==> src/shared/eag_pkg.sv <==
package eag_pkg;
   // ******************************************************
   // widths
   // ******************************************************
   localparam int DATA_W      = 16;
   localparam int SEL_W       = 4;
   localparam int FILE_ADDR_W = 13;
   localparam int LIT8_W      = 8;
   localparam int LIT16_W     = 16;
   localparam int JUMP_LIT_W  = 16;
   localparam int HOLD_LIT_W  = 14;
   localparam int OFS_LIT_W   = 10;
   localparam int REG_COUNT   = 16;

   // ******************************************************
   // operation classes
   // ******************************************************
   typedef enum logic [2:0] {
      EAG_OP_IDLE  = 3'b000,   // idle_op, no operands
      EAG_OP_ALU   = 3'b001,   // ordinary instruction
      EAG_OP_XFER  = 3'b010,   // data_transfer_op
      EAG_OP_JUMP  = 3'b011,   // jump_relative_op
      EAG_OP_HOLD  = 3'b100,   // interrupt_hold_op
      EAG_OP_ACCUM = 3'b101    // implied accumulator operand
   } eag_op_t;

   // ******************************************************
   // addressing modes
   // ******************************************************
   typedef enum logic [3:0] {
      EAG_AM_NONE  = 4'h0,
      EAG_AM_FILE  = 4'h1,
      EAG_AM_REG   = 4'h2,
      EAG_AM_IND   = 4'h3,
      EAG_AM_POST  = 4'h4,
      EAG_AM_PRE   = 4'h5,
      EAG_AM_INDEX = 4'h6,
      EAG_AM_LOFS  = 4'h7,
      EAG_AM_LIT8  = 4'h8,
      EAG_AM_LIT16 = 4'h9
   } eag_mode_t;

   // ******************************************************
   // permitted mode masks, bit n set = mode n allowed
   // ******************************************************
   localparam logic [15:0] ALU_MODES   = 16'h00BE;
   localparam logic [15:0] XFER_MODES  = 16'h03FC;
   localparam logic [15:0] ACCUM_MODES = 16'h0001;
   localparam logic [15:0] NONE_MODES  = 16'h0001;

   // ******************************************************
   // reset values
   // ******************************************************
   localparam logic [15:0] RST_WORD = 16'h0000;
endpackage

==> src/design/eag_operand.sv <==
`timescale 1ns/1ps
// one operand channel: address and write-back for one mode
module eag_operand #(
   parameter int DW = 16
) (
   // operand selection
   input  wire logic [3:0]    mode,
   input  wire logic [12:0]   file_addr,
   input  wire logic [DW-1:0] base_val,
   input  wire logic [DW-1:0] index_val,
   input  wire logic [DW-1:0] lit_ofs,
   input  wire logic [DW-1:0] step,
   input  wire logic [DW-1:0] lit_val,
   // results
   output logic [DW-1:0]      ea,
   output logic [DW-1:0]      operand,
   output logic               mem_access,
   output logic               wb_en,
   output logic [DW-1:0]      wb_val
);
   // wrapping add at working width, no flag
   function automatic logic [DW-1:0] wadd(input logic [DW-1:0] a,
                                          input logic [DW-1:0] b);
      wadd = DW'(a + b);
   endfunction

   wire logic [DW-1:0] mod_val = wadd(base_val, step);

   // address per mode
   always_comb begin
      ea = '0;
      operand = '0;
      mem_access = 1'b0;
      wb_en = 1'b0;
      wb_val = mod_val;
      case (mode)
         // RL1 - file address verbatim
         eag_pkg::EAG_AM_FILE: begin
            ea = DW'(file_addr);
            mem_access = 1'b1;
         end
         // RL2 - register value itself
         eag_pkg::EAG_AM_REG: operand = base_val;
         // RL3 - pointer is address
         eag_pkg::EAG_AM_IND: begin
            ea = base_val;
            mem_access = 1'b1;
         end
         // RL4 - old value, then modify
         eag_pkg::EAG_AM_POST: begin
            ea = base_val;
            mem_access = 1'b1;
            wb_en = 1'b1;
         end
         // RL5 - modified value used twice
         eag_pkg::EAG_AM_PRE: begin
            ea = mod_val;
            mem_access = 1'b1;
            wb_en = 1'b1;
         end
         // RL6 RL16 - pointer plus index
         eag_pkg::EAG_AM_INDEX: begin
            ea = wadd(base_val, index_val);
            mem_access = 1'b1;
         end
         // RL7 RL16 - pointer plus literal
         eag_pkg::EAG_AM_LOFS: begin
            ea = wadd(base_val, lit_ofs);
            mem_access = 1'b1;
         end
         eag_pkg::EAG_AM_LIT8,
         eag_pkg::EAG_AM_LIT16: operand = lit_val;
         default: ;
      endcase
   end
endmodule // eag_operand

==> src/design/eag_top.sv <==
`timescale 1ns/1ps
// What this block does
// RL1 - file-direct address comes straight from instruction field
// RL2 - register-direct operand is the working register value
// RL3 - indirect address equals base pointer contents
// RL4 - post-modify: access at old pointer, then write back modified
// RL5 - pre-modify: modified pointer is address and written back
// RL6 - indexed address is base pointer plus offset index register
// RL7 - literal-offset address is base pointer plus literal
// RL8 - data transfers also accept indexed mode
// RL9 - transfer source and destination share one 4-bit index selector
// RL10 - transfers allow six pointer modes plus 8/16-bit literals
// RL11 - each instruction limited to its own mode subset
// RL12 - relative jump uses 16-bit signed literal
// RL13 - interrupt hold count is 14-bit unsigned literal
// RL14 - accumulator ops have operands implied by opcode
// RL15 - idle op yields no address and no register access
// RL16 - sums wrap at 16 bits, no flag
module eag_top #(
   parameter int DW = eag_pkg::DATA_W
) (
   // clock and reset
   input  wire logic              clock,
   input  wire logic              resetn,
   // decoded instruction
   input  wire logic              valid,
   input  wire logic [2:0]        op_class,
   input  wire logic [3:0]        src_mode,
   input  wire logic [3:0]        dst_mode,
   input  wire logic [3:0]        src_base_sel,
   input  wire logic [3:0]        dst_base_sel,
   input  wire logic [3:0]        offset_sel,
   input  wire logic [12:0]       file_addr,
   input  wire logic [9:0]        lit_ofs,
   input  wire logic              dec_step,
   input  wire logic [1:0]        step_size,
   input  wire logic [15:0]       literal,
   // register file read data
   input  wire logic [DW-1:0]     src_base_reg,
   input  wire logic [DW-1:0]     dst_base_reg,
   input  wire logic [DW-1:0]     offset_index_reg,
   // operand results
   output logic                   out_valid,
   output logic                   mode_error,
   output logic [DW-1:0]          src_ea,
   output logic [DW-1:0]          src_operand,
   output logic                   src_mem_rd,
   output logic [DW-1:0]          dst_ea,
   output logic                   dst_mem_wr,
   output logic                   reg_rd_en,
   output logic [3:0]             index_sel_out,
   // pointer write-back
   output logic                   src_wb_en,
   output logic [3:0]             src_wb_sel,
   output logic [DW-1:0]          src_wb_val,
   output logic                   dst_wb_en,
   output logic [3:0]             dst_wb_sel,
   output logic [DW-1:0]          dst_wb_val,
   // literal fields and implied-accumulator flag
   output logic [DW-1:0]          jump_offset,
   output logic [13:0]            hold_count,
   output logic                   accum_implied
);
   // ******************************************************
   // elaboration checks
   // ******************************************************
   if (DW != 16) begin : g_bad_width
      $error("eag_top supports only a 16-bit working width");
   end

   // ******************************************************
   // mode legality
   // ******************************************************
   function automatic logic mode_ok(input logic [15:0] mask,
                                    input logic [3:0] m);
      mode_ok = mask[m];
   endfunction

   wire logic is_xfer  = op_class == eag_pkg::EAG_OP_XFER;
   wire logic is_alu   = op_class == eag_pkg::EAG_OP_ALU;
   wire logic is_accum = op_class == eag_pkg::EAG_OP_ACCUM;
   wire logic is_jump  = op_class == eag_pkg::EAG_OP_JUMP;
   wire logic is_hold  = op_class == eag_pkg::EAG_OP_HOLD;
   wire logic is_idle  = op_class == eag_pkg::EAG_OP_IDLE;

   // RL8 RL10 RL11 - per-class subset
   wire logic [15:0] allowed =
      is_xfer  ? eag_pkg::XFER_MODES  :
      is_alu   ? eag_pkg::ALU_MODES   :
      is_accum ? eag_pkg::ACCUM_MODES : eag_pkg::NONE_MODES;
   wire logic legal = mode_ok(allowed, src_mode) &&
                      mode_ok(allowed, dst_mode) &&
                      (op_class <= 3'(eag_pkg::EAG_OP_ACCUM));
   wire logic act = valid && legal;

   // RL14 RL15 - operandless classes force no mode
   wire logic       addr_cls = is_xfer || is_alu;
   wire logic [3:0] eff_src  = addr_cls ? src_mode : 4'h0;
   wire logic [3:0] eff_dst  = addr_cls && !mode_ok(16'h0300, dst_mode)
                               ? dst_mode : 4'h0;

   // step of 1, 2, 4 or 8, signed by direction
   wire logic [DW-1:0] mag  = DW'(16'h0001 << step_size);
   wire logic [DW-1:0] step = dec_step ? DW'(-mag) : mag;
   wire logic [DW-1:0] lofs = DW'({{6{lit_ofs[9]}}, lit_ofs});
   wire logic [DW-1:0] lit_v = src_mode == eag_pkg::EAG_AM_LIT8
                               ? DW'(literal[7:0]) : literal;

   wire logic [DW-1:0] s_ea, s_opnd, s_wbv, d_ea, d_wbv;
   wire logic          s_mem, s_wb, d_mem, d_wb;

   // ******************************************************
   // operand channels
   // ******************************************************
   // RL9 - one index register feeds both
   eag_operand #(.DW(DW)) u_src (
      .mode       (eff_src),
      .file_addr  (file_addr),
      .base_val   (src_base_reg),
      .index_val  (offset_index_reg),
      .lit_ofs    (lofs),
      .step       (step),
      .lit_val    (lit_v),
      .ea         (s_ea),
      .operand    (s_opnd),
      .mem_access (s_mem),
      .wb_en      (s_wb),
      .wb_val     (s_wbv)
   );
   eag_operand #(.DW(DW)) u_dst (
      .mode       (eff_dst),
      .file_addr  (file_addr),
      .base_val   (dst_base_reg),
      .index_val  (offset_index_reg),
      .lit_ofs    (lofs),
      .step       (step),
      .lit_val    (literal),
      .ea         (d_ea),
      .operand    (),
      .mem_access (d_mem),
      .wb_en      (d_wb),
      .wb_val     (d_wbv)
   );

   // register reads only when a pointer or register mode is used
   wire logic uses_reg = !mode_ok(16'h0303, eff_src) ||
                         !mode_ok(16'h0303, eff_dst);

   // ******************************************************
   // output registers, one cycle after the request
   // ******************************************************
   always_ff @(posedge clock or negedge resetn) begin
      if (!resetn) begin
         out_valid     <= 1'b0;
         mode_error    <= 1'b0;
         src_ea        <= eag_pkg::RST_WORD;
         src_operand   <= eag_pkg::RST_WORD;
         src_mem_rd    <= 1'b0;
         dst_ea        <= eag_pkg::RST_WORD;
         dst_mem_wr    <= 1'b0;
         reg_rd_en     <= 1'b0;
         index_sel_out <= 4'h0;
         src_wb_en     <= 1'b0;
         src_wb_sel    <= 4'h0;
         src_wb_val    <= eag_pkg::RST_WORD;
         dst_wb_en     <= 1'b0;
         dst_wb_sel    <= 4'h0;
         dst_wb_val    <= eag_pkg::RST_WORD;
         jump_offset   <= eag_pkg::RST_WORD;
         hold_count    <= 14'h0000;
         accum_implied <= 1'b0;
      end else begin
         out_valid     <= act;
         mode_error    <= valid && !legal;
         src_ea        <= s_ea;
         src_operand   <= s_opnd;
         src_mem_rd    <= act && s_mem;
         dst_ea        <= d_ea;
         dst_mem_wr    <= act && d_mem;
         // RL15 - idle gives no register access
         reg_rd_en     <= act && uses_reg && !is_idle;
         index_sel_out <= offset_sel;
         src_wb_en     <= act && s_wb;
         src_wb_sel    <= src_base_sel;
         src_wb_val    <= s_wbv;
         dst_wb_en     <= act && d_wb;
         dst_wb_sel    <= dst_base_sel;
         dst_wb_val    <= d_wbv;
         // RL12 - signed jump literal
         jump_offset   <= is_jump ? literal : eag_pkg::RST_WORD;
         // RL13 - unsigned 14-bit count
         hold_count    <= is_hold ? literal[13:0] : 14'h0000;
         // RL14 - accumulator implied
         accum_implied <= act && is_accum;
      end
   end

   // ******************************************************
   // checks
   // ******************************************************
   a_idle_quiet: assert property (@(posedge clock) disable iff (!resetn)
      valid && is_idle |=> !src_mem_rd && !dst_mem_wr && !reg_rd_en) // RL15
      else $error("idle op produced an access");
   a_post_addr: assert property (@(posedge clock) disable iff (!resetn)
      act && eff_src == eag_pkg::EAG_AM_POST |=>
      src_ea == $past(src_base_reg) &&
      src_wb_val == 16'($past(src_base_reg) + $past(step))) // RL4
      else $error("post-modify address wrong");
   a_pre_addr: assert property (@(posedge clock) disable iff (!resetn)
      act && eff_src == eag_pkg::EAG_AM_PRE |=>
      src_ea == 16'($past(src_base_reg) + $past(step)) &&
      src_ea == src_wb_val && src_wb_en) // RL5
      else $error("pre-modify address differs from write-back");
   a_shared_index: assert property (@(posedge clock) disable iff (!resetn)
      act && is_xfer |=> index_sel_out == $past(offset_sel)) // RL9
      else $error("shared index selector not passed on");
   a_index_sum: assert property (@(posedge clock) disable iff (!resetn)
      act && eff_src == eag_pkg::EAG_AM_INDEX |=>
      src_ea == 16'($past(src_base_reg) + $past(offset_index_reg))) // RL6
      else $error("indexed address wrong");
   a_file_addr: assert property (@(posedge clock) disable iff (!resetn)
      act && eff_src == eag_pkg::EAG_AM_FILE |=>
      src_ea == 16'($past(file_addr)) && src_mem_rd) // RL1
      else $error("file address not verbatim");
   a_ind_addr: assert property (@(posedge clock) disable iff (!resetn)
      act && eff_src == eag_pkg::EAG_AM_IND |=>
      src_ea == $past(src_base_reg) && !src_wb_en) // RL3
      else $error("indirect address wrong");
   a_alu_index: assert property (@(posedge clock) disable iff (!resetn)
      valid && is_alu && src_mode == eag_pkg::EAG_AM_INDEX |=>
      mode_error && !out_valid) // RL11
      else $error("indexed accepted for ordinary op");
   a_hold_cnt: assert property (@(posedge clock) disable iff (!resetn)
      is_hold |=> hold_count == $past(literal[13:0])) // RL13
      else $error("hold count wrong");
   a_jump_lit: assert property (@(posedge clock) disable iff (!resetn)
      is_jump |=> jump_offset == $past(literal)) // RL12
      else $error("jump literal wrong");
   c_xfer_index: cover property (@(posedge clock)
      act && is_xfer && src_mode == eag_pkg::EAG_AM_INDEX);
   c_post_mod: cover property (@(posedge clock)
      act && src_mode == eag_pkg::EAG_AM_POST);
   c_bad_mode: cover property (@(posedge clock) valid && !legal);
endmodule // eag_top

==> config.mk <==
export PLATFORM = sky130hd
export DESIGN_NAME = eag_top
export DESIGN_NICKNAME = d
export VERILOG_FILES = /design/src/shared/eag_pkg.sv /design/src/design/eag_operand.sv /design/src/design/eag_top.sv
export SDC_FILE = /design/constraint.sdc
export NUM_CORES = 1
export LEC_CHECK = 0
export BUFFER_PORTS_ARGS = -buffer_cell sky130_fd_sc_hd__buf_4
export CAP_MARGIN = 5
export CORE_UTILIZATION = 52
export CTS_CLUSTER_SIZE = 10
export DETAILED_ROUTE_END_ITERATION = 8
export PLACE_DENSITY = 0.92
export SLEW_MARGIN = 20
export SYNTH_ARGS = -nofsm -noshare
export SYNTH_HDL_FRONTEND = slang
export SYNTH_SLANG_ARGS = --single-unit
==> constraint.sdc <==
create_clock -name clock -period 0.8 [get_ports clock]
set_clock_uncertainty 0.05 [all_clocks]
set_input_delay 0.04 -clock clock [delete_from_list [all_inputs] [get_ports clock]]
set_output_delay 0.04 -clock clock [all_outputs]
set_load 0.05 [all_outputs]
==> flow_metrics.env, run 1 <==
export IMPL_status="did not finish"
export IMPL_outcome_stop_stage="clock tree synthesis"
export IMPL_first_error="[ERROR DPL-0033] detailed placement checks failed during check placement."
export IMPL_syn_instance_count=766
export IMPL_synth_enable_flop_cells=0
export IMPL_top_level_ports=246
export IMPL_area_post_placement_um2=11900
export IMPL_avgSynthCellArea_um2=10.2
export IMPL_synth_seq_cells=130
export IMPL_die_width_um=125
export IMPL_htree_num_levels=4
export IMPL_die_height_um=125
export IMPL_synth_seq_area_share_pct=41.5
export IMPL_synth_simple_area_share_pct=14.6
export IMPL_initial_core_util_pct=53.5
export IMPL_postSynth_asyncResetShare_pct=100
export IMPL_ys_flop_type="sky130_fd_sc_hd__dfrtp_1"
export IMPL_last_weighted_congestion_value_of_the_routability_driven_placer=0.977
export IMPL_yosys_area_share_adder_pct=11.1
export IMPL_synth_warnings=0
export IMPL_cts_repair_timing_setup_buffer_count=39
export IMPL_synth_largest_area_cell="sky130_fd_sc_hd__dfrtp_1"
export IMPL_clock_sinks=130
export IMPL_synth_cell_types=72
export IMPL_synth_area_mux_share_pct=3.11
export IMPL_clock_tree_root_cell="sky130_fd_sc_hd__clkbuf_16"
export IMPL_cts_root_to_sink_buffers=2
export IMPL_net_count_of_the_mapped_netlist=949
export IMPL_io_buffer_count=245
export IMPL_synthTopCellsByArea="sky130_fd_sc_hd__dfrtp_1 41%, sky130_fd_sc_hd__ha_1 10%, sky130_fd_sc_hd__xnor2_1 3.5%"
export IMPL_dp_hpwl_mm=23.2
export IMPL_post_cts_resized=300
export IMPL_synth_compound_area_share_pct=20.9
export IMPL_post_cts_hold_buffer_count=40
export IMPL_tritoncts_num_buffers=17
export IMPL_area_fraction_of_the_dominant_cell_type_after_synthesis_pct=41.5
export IMPL_rows=44
export IMPL_post_synth_xor_area_fraction_pct=6.11
export IMPL_syn_cell_area_um2=7840
export IMPL_dominant_combinational_cell_family_by_area_after_synthesis="compound AO/OA/AOI/OAI gates"
## cells by family after synthesis
family,after synthesis
adders and majority gates,67
buffers and inverters,51
and+or+nand+nor,221
DFF,130
xor gates and xnor gates,53
AOI/OAI and AO/OA,222
muxes,22
## synthesized netlist by cell type, types with 10 or more instances
cell,number
sky130_fd_sc_hd__nor3_1,15
sky130_fd_sc_hd__a21oi_1,44
sky130_fd_sc_hd__mux2_2,14
sky130_fd_sc_hd__o21ai_0,27
sky130_fd_sc_hd__xnor2_1,31
sky130_fd_sc_hd__xor2_1,20
sky130_fd_sc_hd__clkbuf_1,17
sky130_fd_sc_hd__and2_1,34
sky130_fd_sc_hd__or3_1,10
sky130_fd_sc_hd__dfrtp_1,130
sky130_fd_sc_hd__inv_1,21
sky130_fd_sc_hd__nand3_1,10
sky130_fd_sc_hd__ha_1,63
sky130_fd_sc_hd__a22o_1,17
sky130_fd_sc_hd__a21o_1,30
sky130_fd_sc_hd__buf_2,10
sky130_fd_sc_hd__nor2_1,41
sky130_fd_sc_hd__and3_1,14
sky130_fd_sc_hd__nand2_1,51
sky130_fd_sc_hd__a222oi_1,17
## stage by stage
step	TNS, ps	setup WS (ps)	cells
after detailed placement	-137780	-2720	1398
after floorplan	-101030	-2620	766
after global placement	-128570	-2590	1398
==> run 2, diff against run 1 <==
Settings changed: CORE_UTILIZATION 52 to 40, CTS_CLUSTER_SIZE 10 to unset, PLACE_DENSITY 0.92 to unset, PLACE_DENSITY_LB_ADDON set to 0.15.
==> run 2 against run 1 <==
Against the previous run:
- the flow now finishes, with violations (negative hold slack, negative setup slack)
- synthesized area did not move
- synthesized cell count did not move
==> flow_metrics.env, run 2 <==
export IMPL_finalSetupViolCount=216
export IMPL_synth_warnings=0
export IMPL_last_weighted_congestion_value_of_the_routability_driven_placer=0.931
export IMPL_dpl_cell_count=1476
export IMPL_violations="negative hold slack, negative setup slack"
export IMPL_leakagePower_nw=7.37
export IMPL_critical_path_startpoint_type="primary input"
export IMPL_final_report_hold_violation_count=48
export IMPL_critPathMaxStageDelay_ps=360
export IMPL_yosys_area_share_adder_pct=11.1
export IMPL_hold_worst_slack_ps=-167
export IMPL_detailedRoute_firstIterationViolations=709
export IMPL_syn_instance_count=766
export IMPL_final_instance_count_excl_fillers=1602
export IMPL_timing_limited_maximum_frequency_mhz=335
export IMPL_ratio_of_cells_with_drive_above_1_in_the_final_layout_pct=57.0
export IMPL_post_synth_xor_area_fraction_pct=6.11
export IMPL_tritoncts_num_buffers=17
export IMPL_vias_in_the_first_global_route=8780
export IMPL_synth_cell_types=72
export IMPL_drc=0
export IMPL_worst_path_buf_inv=3
export IMPL_clk_transition_reported_paths_ps=70
export IMPL_die_height_um=142
export IMPL_dpl_worst_slack_ps=-2650
export IMPL_antenna_found_initial=0
export IMPL_placeableCoreArea_um2=19000
export IMPL_nets=1513
export IMPL_insertedDiodeCount=0
export IMPL_cellPowerDensity_nw_per_um2=1700
export IMPL_status="complete, but fails checks"
export IMPL_grt_first_pass_wirelength_mm=47.2
export IMPL_rows=50
export IMPL_cp_end_kind="register"
export IMPL_cts_tree="yes"
export IMPL_synth_area_mux_share_pct=3.11
export IMPL_avgSynthCellArea_um2=10.2
export IMPL_ir_drop_mv=1.34
export IMPL_path_cells="buf_8, xnor2_4, or3_4, inv_2, and3_4, nand2_8, mux2_4, ha_4, inv_2, fa_2, nand3b_1, a21boi_2, o21ai_2, a21oi_2, o221ai_2, a211o_1, a221o_1"
export IMPL_cap_viol_max_count=0
export IMPL_netlist_top_cells_count="130 x sky130_fd_sc_hd__dfrtp_1, 63 x sky130_fd_sc_hd__ha_1, 51 x sky130_fd_sc_hd__nand2_1"
export IMPL_die_width_um=142
export IMPL_synthMostInstantiatedCell="sky130_fd_sc_hd__dfrtp_1"
export IMPL_initial_core_util_pct=41.4
export IMPL_worst_path_stages=17
export IMPL_synth_simple_area_share_pct=14.6
export IMPL_mostFrequentLayoutCells="345 x sky130_fd_sc_hd__buf_4, 171 x sky130_fd_sc_hd__buf_6, 130 x sky130_fd_sc_hd__dfrtp_1"
export IMPL_io_buffer_count=245
export IMPL_final_cycle_share_pct=374
export IMPL_timing_final_max_slew_violations=0
export IMPL_critPathKind="in -> reg"
export IMPL_net_count_of_the_mapped_netlist=949
export IMPL_synth_compound_area_share_pct=20.9
export IMPL_postLayoutCoreUtil_pct=79.8
export IMPL_worst_slew_margin_rel_pct=69.4
export IMPL_crit_top_cell="sky130_fd_sc_hd__inv_2"
export IMPL_dominant_combinational_cell_family_by_area_after_synthesis="compound AO/OA/AOI/OAI gates"
export IMPL_most_common_cell_after_layout_fill_and_taps_aside="sky130_fd_sc_hd__buf_4"
export IMPL_syn_cell_area_um2=7840
export IMPL_dp_hpwl_mm=21.9
export IMPL_synth_seq_area_share_pct=41.5
export IMPL_grt_remaining_overflow=0
export IMPL_postSynth_asyncResetShare_pct=100
export IMPL_critPathSlowestCell="sky130_fd_sc_hd__fa_2"
export IMPL_maximum_number_of_pins_on_one_net_before_global_route_repair=43
export IMPL_clock_sinks=130
export IMPL_htree_num_levels=4
export IMPL_crit_required_ps=1050
export IMPL_report_power_total_mw=25.6
export IMPL_detail_route_wirelength_mm=32.6
export IMPL_clock_tree_root_cell="sky130_fd_sc_hd__clkbuf_16"
export IMPL_whs_path_depth=3
export IMPL_post_cts_hold_buffer_count=43
export IMPL_max_slew_worst_pin_slew_ps=459
export IMPL_arrival_ps=3240
export IMPL_min_path_type="in -> reg"
export IMPL_synth_enable_flop_cells=0
export IMPL_synth_largest_area_cell="sky130_fd_sc_hd__dfrtp_1"
export IMPL_routed_via_count=8722
export IMPL_ys_flop_type="sky130_fd_sc_hd__dfrtp_1"
export IMPL_top_level_ports=246
export IMPL_synth_seq_cells=130
export IMPL_final_critical_path_setup_slack_ps=-2190
export IMPL_final_period_minus_worst_setup_slack_ps=2990
export IMPL_drt_wirelength_per_cell_um=20.4
export IMPL_avgViaCountPerCell=5.44
export IMPL_antenna_left=0
export IMPL_grt_setup_unrepaired="true"
export IMPL_fp_dieArea_um2=20200
export IMPL_area_fraction_of_the_dominant_cell_type_after_synthesis_pct=41.5
export IMPL_synthTopCellsByArea="sky130_fd_sc_hd__dfrtp_1 41%, sky130_fd_sc_hd__ha_1 10%, sky130_fd_sc_hd__xnor2_1 3.5%"
export IMPL_critical_path_peak_fanout=6
export IMPL_syn2layout_area_growth_pct=92.9
export IMPL_critical_path_top_delay_family="compound AO/OA/AOI/OAI gates"
export IMPL_groute_usage_overall_pct=31.0
export IMPL_cts_root_to_sink_buffers=2
export IMPL_first_pass_iters=5
[run 2: cell counts after synthesis]
No cell type changed its count.
[run 2: logic make-up (layout without fill, tap and decap cells)]
family	count (synthesis)	after routing
fa+ha+maj	67	67
mux	22	22
xor+xnor	53	53
simple gates	221	221
compound gates	222	222
flops	130	130
buf+inv	51	627
[run 2: timing repair]
action,CTS,global route
pin swaps,124,90
setup endpoints to repair,216,218
hold endpoints to repair,227,42
gates resized for setup,277,88
gates cloned,1,0
setup buffers,29,29
[run 2: final timing paths]
kind / slack (ps) / from / endpoint
max in group asynchronous: 240 / resetn / dst_ea[15]$_DFF_PN0_
min: -170 / dst_base_reg[9] / dst_ea[9]$_DFF_PN0_
min in group asynchronous: -30 / resetn / hold_count[2]$_DFF_PN0_
max: -2190 / op_class[1] / dst_ea[12]$_DFF_PN0_
[run 2: cell type report]
| class | count | area [um2] |
|---|---|---|
| Timing Repair Buffer | 575 | 5250 |
| Sequential cell | 130 | 3250 |
| Clock buffer | 18 | 439 |
| Clock inverter | 13 | 154 |
| Multi-Input combinational cell | 585 | 5620 |
| Tap cell | 260 | 325 |
| Inverter | 21 | 78.8 |
| Fill cell | 1112 | 3830 |
[run 2: tightest hold or removal path, cell delays in order]
cell	delay, ps
sky130_fd_sc_hd__buf_4	110
sky130_fd_sc_hd__a222oi_1	70
sky130_fd_sc_hd__nand2_1	60
[run 2: power breakdown]
| group | total (mW) | switching, mW | internal (mW) |
|---|---|---|---|
| clock | 8.00 | 3.28 | 4.72 |
| sequential | 7.31 | 0.249 | 7.07 |
| combinational | 10.3 | 5.44 | 4.90 |
| total | 25.6 | 8.96 | 16.7 |
[run 2: layer usage]
layer | GRT usage [%] | wire length, um | up-vias | part of all wire (%)
met3 | 4.27 | 1910 | 79 | 5.9
met5 | 0 | 0 | - | 0
met4 | 9.90 | 952 | 0 | 2.9
met2 | 56.0 | 17100 | 389 | 52
li1 | - | - | 3952 | -
met1 | 37.9 | 12700 | 4302 | 39
[run 2: per-stage QoR]
stage,setup TNS [ps],hold WS [ps],area (um2)
2_1_floorplan,-101030,-306,8190
3_3_place_gp,-131290,-154,12000
3_5_place_dp,-133170,-156,12000
4_1_cts,-117610,-171,14500
5_1_grt,-129860,-151,15100
6_report,-122280,-167,15100
Power figures use the tool's default switching activity.
==> run 3, diff against run 2 <==
Settings changed: CTS_BUF_LIST set to sky130_fd_sc_hd__clkbuf_8, SETUP_SLACK_MARGIN set to 0.15.
==> run 3 against run 2 <==
Against the previous run:
- the flow still finishes with violations (negative hold slack, negative setup slack)
- count of clock-buffer cells in the layout stayed put
- die area stayed put
- highest routed layer unchanged
- critical endpoint is now dst_ea[15]$_DFF_PN0_
- fmax is 3.7% higher
==> flow_metrics.env, run 3 (same netlist as run 2, synthesis figures left out) <==
export IMPL_insertedDiodeCount=0
export IMPL_leakagePower_nw=7.03
export IMPL_hold_worst_slack_ps=-212
export IMPL_arrival_ps=3180
export IMPL_nets=1507
export IMPL_final_cycle_share_pct=360
export IMPL_critical_path_startpoint_type="primary input"
export IMPL_whs_path_depth=2
export IMPL_initial_core_util_pct=41.4
export IMPL_drt_wirelength_per_cell_um=19.2
export IMPL_finalSetupViolCount=215
export IMPL_min_delay_start="dst_base_reg[0]"
export IMPL_post_cts_hold_buffer_count=31
export IMPL_placeableCoreArea_um2=19000
export IMPL_critPathKind="in -> reg"
export IMPL_last_weighted_congestion_value_of_the_routability_driven_placer=0.962
export IMPL_min_path_type="in -> reg"
export IMPL_grt_setup_unrepaired="true"
export IMPL_detail_route_wirelength_mm=30.7
export IMPL_fillCellCount=1167
export IMPL_ir_drop_mv=1.10
export IMPL_vias_in_the_first_global_route=8849
export IMPL_grt_remaining_overflow=0
export IMPL_syn2layout_area_growth_pct=90.6
export IMPL_crit_required_ps=1100
export IMPL_cap_viol_max_count=0
export IMPL_grt_first_pass_wirelength_mm=45.9
export IMPL_htree_num_levels=4
export IMPL_cellPowerDensity_nw_per_um2=1560
export IMPL_timing_limited_maximum_frequency_mhz=347
export IMPL_maximum_number_of_pins_on_one_net_before_global_route_repair=36
export IMPL_clock_tree_root_cell="sky130_fd_sc_hd__clkbuf_8"
export IMPL_timing_final_max_slew_violations=0
export IMPL_cp_end_kind="register"
export IMPL_critPathSlowestCell="sky130_fd_sc_hd__or3_4"
export IMPL_critical_path_top_delay_family="compound AO/OA/AOI/OAI gates"
export IMPL_dpl_cell_count=1480
export IMPL_worst_path_buf_inv=3
export IMPL_crit_top_cell="sky130_fd_sc_hd__a21oi_2"
export IMPL_ratio_of_cells_with_drive_above_1_in_the_final_layout_pct=66.5
export IMPL_avgViaCountPerCell=5.38
export IMPL_final_report_hold_violation_count=67
export IMPL_status="complete, but fails checks"
export IMPL_whs_endpoint="dst_wb_val[0]$_DFF_PN0_"
export IMPL_groute_usage_overall_pct=30.2
export IMPL_critPathMaxStageDelay_ps=360
export IMPL_mostFrequentLayoutCells="352 x sky130_fd_sc_hd__buf_4, 169 x sky130_fd_sc_hd__buf_6, 129 x sky130_fd_sc_hd__dfrtp_2"
export IMPL_violations="negative hold slack, negative setup slack"
export IMPL_die_width_um=142
export IMPL_max_slew_worst_pin_slew_ps=383
export IMPL_path_cells="buf_8, xnor2_4, or3_4, inv_2, and3_4, nand2_8, mux2_4, ha_4, a21o_1, a221oi_4, a21oi_2, a31o_4, buf_4, a21oi_2, or3_1, a21oi_2, a211o_1"
export IMPL_die_height_um=142
export IMPL_top_level_ports=246
export IMPL_fp_dieArea_um2=20200
export IMPL_final_period_minus_worst_setup_slack_ps=2880
export IMPL_io_buffer_count=245
export IMPL_worst_slew_margin_rel_pct=74.5
export IMPL_final_instance_count_excl_fillers=1597
export IMPL_clock_sinks=130
export IMPL_most_common_cell_after_layout_fill_and_taps_aside="sky130_fd_sc_hd__buf_4"
export IMPL_final_critical_path_setup_slack_ps=-2080
export IMPL_first_pass_iters=6
export IMPL_clk_transition_reported_paths_ps=90
export IMPL_drc=0
export IMPL_critical_path_peak_fanout=8
export IMPL_cts_root_to_sink_buffers=2
export IMPL_rows=50
export IMPL_detailedRoute_firstIterationViolations=509
export IMPL_routed_via_count=8593
export IMPL_antenna_found_initial=0
export IMPL_dp_hpwl_mm=21.8
export IMPL_tritoncts_num_buffers=17
export IMPL_antenna_left=0
export IMPL_cts_tree="yes"
run 3: cell count changes in the layout (fill, tap and decap cells not counted), moves of 6 or more:
cell,previous run,this run
sky130_fd_sc_hd__dfrtp_2,0,129
sky130_fd_sc_hd__clkbuf_8,1,18
sky130_fd_sc_hd__dlygate4sd3_1,43,31
sky130_fd_sc_hd__dfrtp_1,130,1
sky130_fd_sc_hd__clkbuf_16,17,0
sky130_fd_sc_hd__a21oi_1,19,25
sky130_fd_sc_hd__buf_4,345,352
run 3: cell type report:
cell class	count	area [um2]	share of cell area (%)
clock inverter	14	144	0.963
multi-input combinational	585	5540	37.1
timing repair buffer	569	5190	34.7
tap	260	325	2.18
inverter	21	81.3	0.544
sequential	130	3410	22.9
clock buffer	18	248	1.66
run 3: how the worst max path moves through the flow:
stage          depth (start not counted)              endpoint        start  slack [ps]
3_3_place_gp                          16  dst_ea[11]$_DFF_PN0_  op_class[0]       -2600
4_1_cts                               17  dst_ea[12]$_DFF_PN0_  op_class[1]       -2010
5_1_grt                               19  src_ea[12]$_DFF_PN0_  op_class[1]       -2150
6_report                              17  dst_ea[15]$_DFF_PN0_  op_class[1]       -2080
2_1_floorplan                         18  dst_ea[11]$_DFF_PN0_  op_class[1]       -2620
3_5_place_dp                          16   dst_ea[9]$_DFF_PN0_  op_class[0]       -2690
run 3: timing repair:
item | 4_1_cts | 5_1_grt
pin swaps | 113 | 76
gates cloned | 2 | 0
buffers inserted | 31 | 21
gates resized for setup | 295 | 53
setup endpoints to repair | 216 | 219
hold endpoints to repair | 231 | 67
run 3: routing by layer:
metal  global-route usage [%]  share of wire [%]  wire (um)  vias to the layer above
met3                     5.52                7.3       2260                       84
li1                         -                  -          -                     3948
met5                        0                  0          0                        -
met2                     51.8                 49      15000                      416
met1                     36.7                 39      12100                     4145
met4                     14.2                4.2       1300                        0
run 3: where the power goes:
group / internal [mW] / total (mW) / switching (mW)
logic: 4.89 / 10.2 / 5.32
registers: 7.13 / 7.38 / 0.250
clock network: 2.64 / 5.78 / 3.14
total: 14.7 / 23.4 / 8.71
run 3: metrics by stage:
step	power, mW	area [um2]	setup slack (ps)	util [%]	setup TNS, ps
6_report	23.4	14900	-2080	78.8	-125310
5_1_grt	24.3	14900	-2150	78.8	-134200
4_1_cts	22.8	14500	-2010	76.7	-120950
3_5_place_dp	15.6	12200	-2690	64.3	-130430
3_3_place_gp	15.5	12200	-2600	64.3	-128040
2_1_floorplan	11.9	8360	-2620	-	-101130
==> run 4, diff against run 3 <==
Clock period 0.8 ns to 3.6 ns, I/O delays scaled along.
==> run 4 against run 3 <==
Against the previous run:
- first-iteration DRC count is 19% lower
- setup slack better by 2400 ps
- the run now ends clean
- via count is 14% lower
- clock power is 77% lower
- combinational power is 85% lower
- final cell count is 14% lower
- non-clock buffer count is 221 lower
- cell area is 24% lower
- die area stayed put
- sequential share of layout area is 5.9 points higher
- highest routed layer unchanged
- sequential cell count stayed put
- utilization is 19 points lower
==> flow_metrics.env, run 4 (same netlist as run 2, synthesis figures left out) <==
export IMPL_max_slew_worst_pin_slew_ps=1030
export IMPL_final_report_hold_violation_count=0
export IMPL_postLayoutCoreUtil_pct=59.6
export IMPL_routed_via_count=7358
export IMPL_die_width_um=142
export IMPL_cts_repair_timing_setup_buffer_count=0
export IMPL_syn2layout_area_growth_pct=44.1
export IMPL_detail_route_wirelength_mm=25.5
export IMPL_clock_sinks=130
export IMPL_cp_end_kind="register"
export IMPL_critical_path_peak_fanout=14
export IMPL_ratio_of_cells_with_drive_above_1_in_the_final_layout_pct=31.2
export IMPL_detailedRoute_firstIterationViolations=411
export IMPL_rows=50
export IMPL_initial_core_util_pct=41.4
export IMPL_die_height_um=142
export IMPL_leakagePower_nw=5.64
export IMPL_most_common_cell_after_layout_fill_and_taps_aside="sky130_fd_sc_hd__buf_4"
export IMPL_last_weighted_congestion_value_of_the_routability_driven_placer=0.896
export IMPL_tritoncts_num_buffers=17
export IMPL_grt_first_pass_wirelength_mm=39.1
export IMPL_critical_path_startpoint_type="primary input"
export IMPL_ir_drop_mv=0.227
export IMPL_report_power_total_mw=4.47
export IMPL_avgViaCountPerCell=5.35
export IMPL_insertedDiodeCount=0
export IMPL_drt_wirelength_per_cell_um=18.5
export IMPL_antenna_left=0
export IMPL_mostFrequentLayoutCells="274 x sky130_fd_sc_hd__buf_4, 130 x sky130_fd_sc_hd__dfrtp_1, 73 x sky130_fd_sc_hd__dlygate4sd3_1"
export IMPL_clk_transition_reported_paths_ps=80
export IMPL_cellPowerDensity_nw_per_um2=395
export IMPL_critPathSlowestCell="sky130_fd_sc_hd__dlygate4sd3_1"
export IMPL_first_pass_iters=7
export IMPL_top_level_ports=246
export IMPL_fp_dieArea_um2=20200
export IMPL_final_cycle_share_pct=92.4
export IMPL_grt_setup_unrepaired="true"
export IMPL_finalSetupViolCount=0
export IMPL_grt_remaining_overflow=0
export IMPL_placeableCoreArea_um2=19000
export IMPL_antenna_found_initial=0
export IMPL_drc=0
export IMPL_htree_num_levels=4
export IMPL_timing_limited_maximum_frequency_mhz=301
export IMPL_crit_required_ps=3890
export IMPL_cts_root_to_sink_buffers=2
export IMPL_final_period_minus_worst_setup_slack_ps=3330
export IMPL_nets=1286
export IMPL_io_buffer_count=245
export IMPL_dp_hpwl_mm=19.5
export IMPL_maximum_number_of_pins_on_one_net_before_global_route_repair=59
export IMPL_vias_in_the_first_global_route=7252
export IMPL_path_cells="dlygate4sd3_1, buf_6, and3_4, nand2_4, mux2_1, ha_1, a21o_1, a221oi_2, a21oi_2, xor2_1, a222oi_1, dlygate4sd3_1, nand2_1"
export IMPL_critPathMaxStageDelay_ps=620
export IMPL_crit_top_cell="sky130_fd_sc_hd__dlygate4sd3_1"
export IMPL_status="finished clean"
export IMPL_cts_tree="yes"
export IMPL_cap_viol_max_count=0
export IMPL_min_path_type="in -> reg"
export IMPL_critPathKind="in -> reg"
export IMPL_worst_slew_margin_rel_pct=31.1
export IMPL_arrival_ps=3610
export IMPL_clock_tree_root_cell="sky130_fd_sc_hd__clkbuf_8"
export IMPL_timing_final_max_slew_violations=0
export IMPL_groute_usage_overall_pct=25.5
[run 4: changes by cell type in the layout (fill, tap and decap cells not counted), sizes merged]
cell	delta
buf	-262
inv	-5
clkinv	+5
bufinv	+2
bufbuf	-1
dlygate4sd3	+42
clkbuf	-1
clkinvlp	-2
[run 4: path summary, 6_finish.rpt]
| kind | startpoint | to | slack, ps | cells past startpoint |
|---|---|---|---|---|
| hold / removal | dst_base_reg[11] | dst_ea[11]$_DFF_PN0_ | 30 | 3 |
| min in group asynchronous | resetn | hold_count[2]$_DFF_PN0_ | 280 | 2 |
| setup / recovery | dst_mode[2] | dst_ea[7]$_DFF_PN0_ | 270 | 13 |
| max in group asynchronous | resetn | dst_wb_val[15]$_DFF_PN0_ | 2320 | 3 |
[run 4: timing repair]
item,4_1_cts,5_1_grt
endpoints found under the hold margin,140,1
hold buffers,73,1
resized for setup,0,2
endpoints found under the setup margin,0,3
[run 4: final cells by class]
class,count,area [um2]
clock buffers,17,234
well taps,260,325
inverters,21,78.8
clock inverters,14,181
repair buffers,348,2800
multi-input cells,585,4430
fillers,1613,7660
flip-flops and latches,130,3250
[run 4: metrics by stage]
stage	setup slack, ps	setup TNS (ps)	area (um2)	std cells	hold slack, ps
2_1_floorplan	39.6	0	7910	766	-166
3_3_place_gp	35.9	0	10100	1271	229
3_5_place_dp	-5.02	-5.02	10100	1271	237
4_1_cts	257	0	11300	1375	0.285
5_1_grt	136	0	11300	1375	2.99
6_report	273	0	11300	1375	28.4
[run 4: routing by layer]
metal	wire, um	track usage, %	vias up
li1	-	-	3505
met1	11400	33.4	3500
met2	12200	43.1	325
met3	1450	4.31	28
met4	443	7.81	0
met5	0	0	-
[run 4: critical path, delay by kind of cell]
kind,cells,cell delay [ps]
muxes,1,350
xor gates and xnor gates,1,170
AOI/OAI and AO/OA,4,960
and+or+nand+nor,3,350
buffers and inverters,3,1330
adders and majority gates,1,280
[run 4: report_power, final]
part           switching [mW]  internal (mW)  total [mW]  leakage, nW
Sequential             0.0341           1.57        1.60         1.70
Clock                   0.620          0.693        1.31        0.206
Combinational           0.964          0.588        1.55         3.74
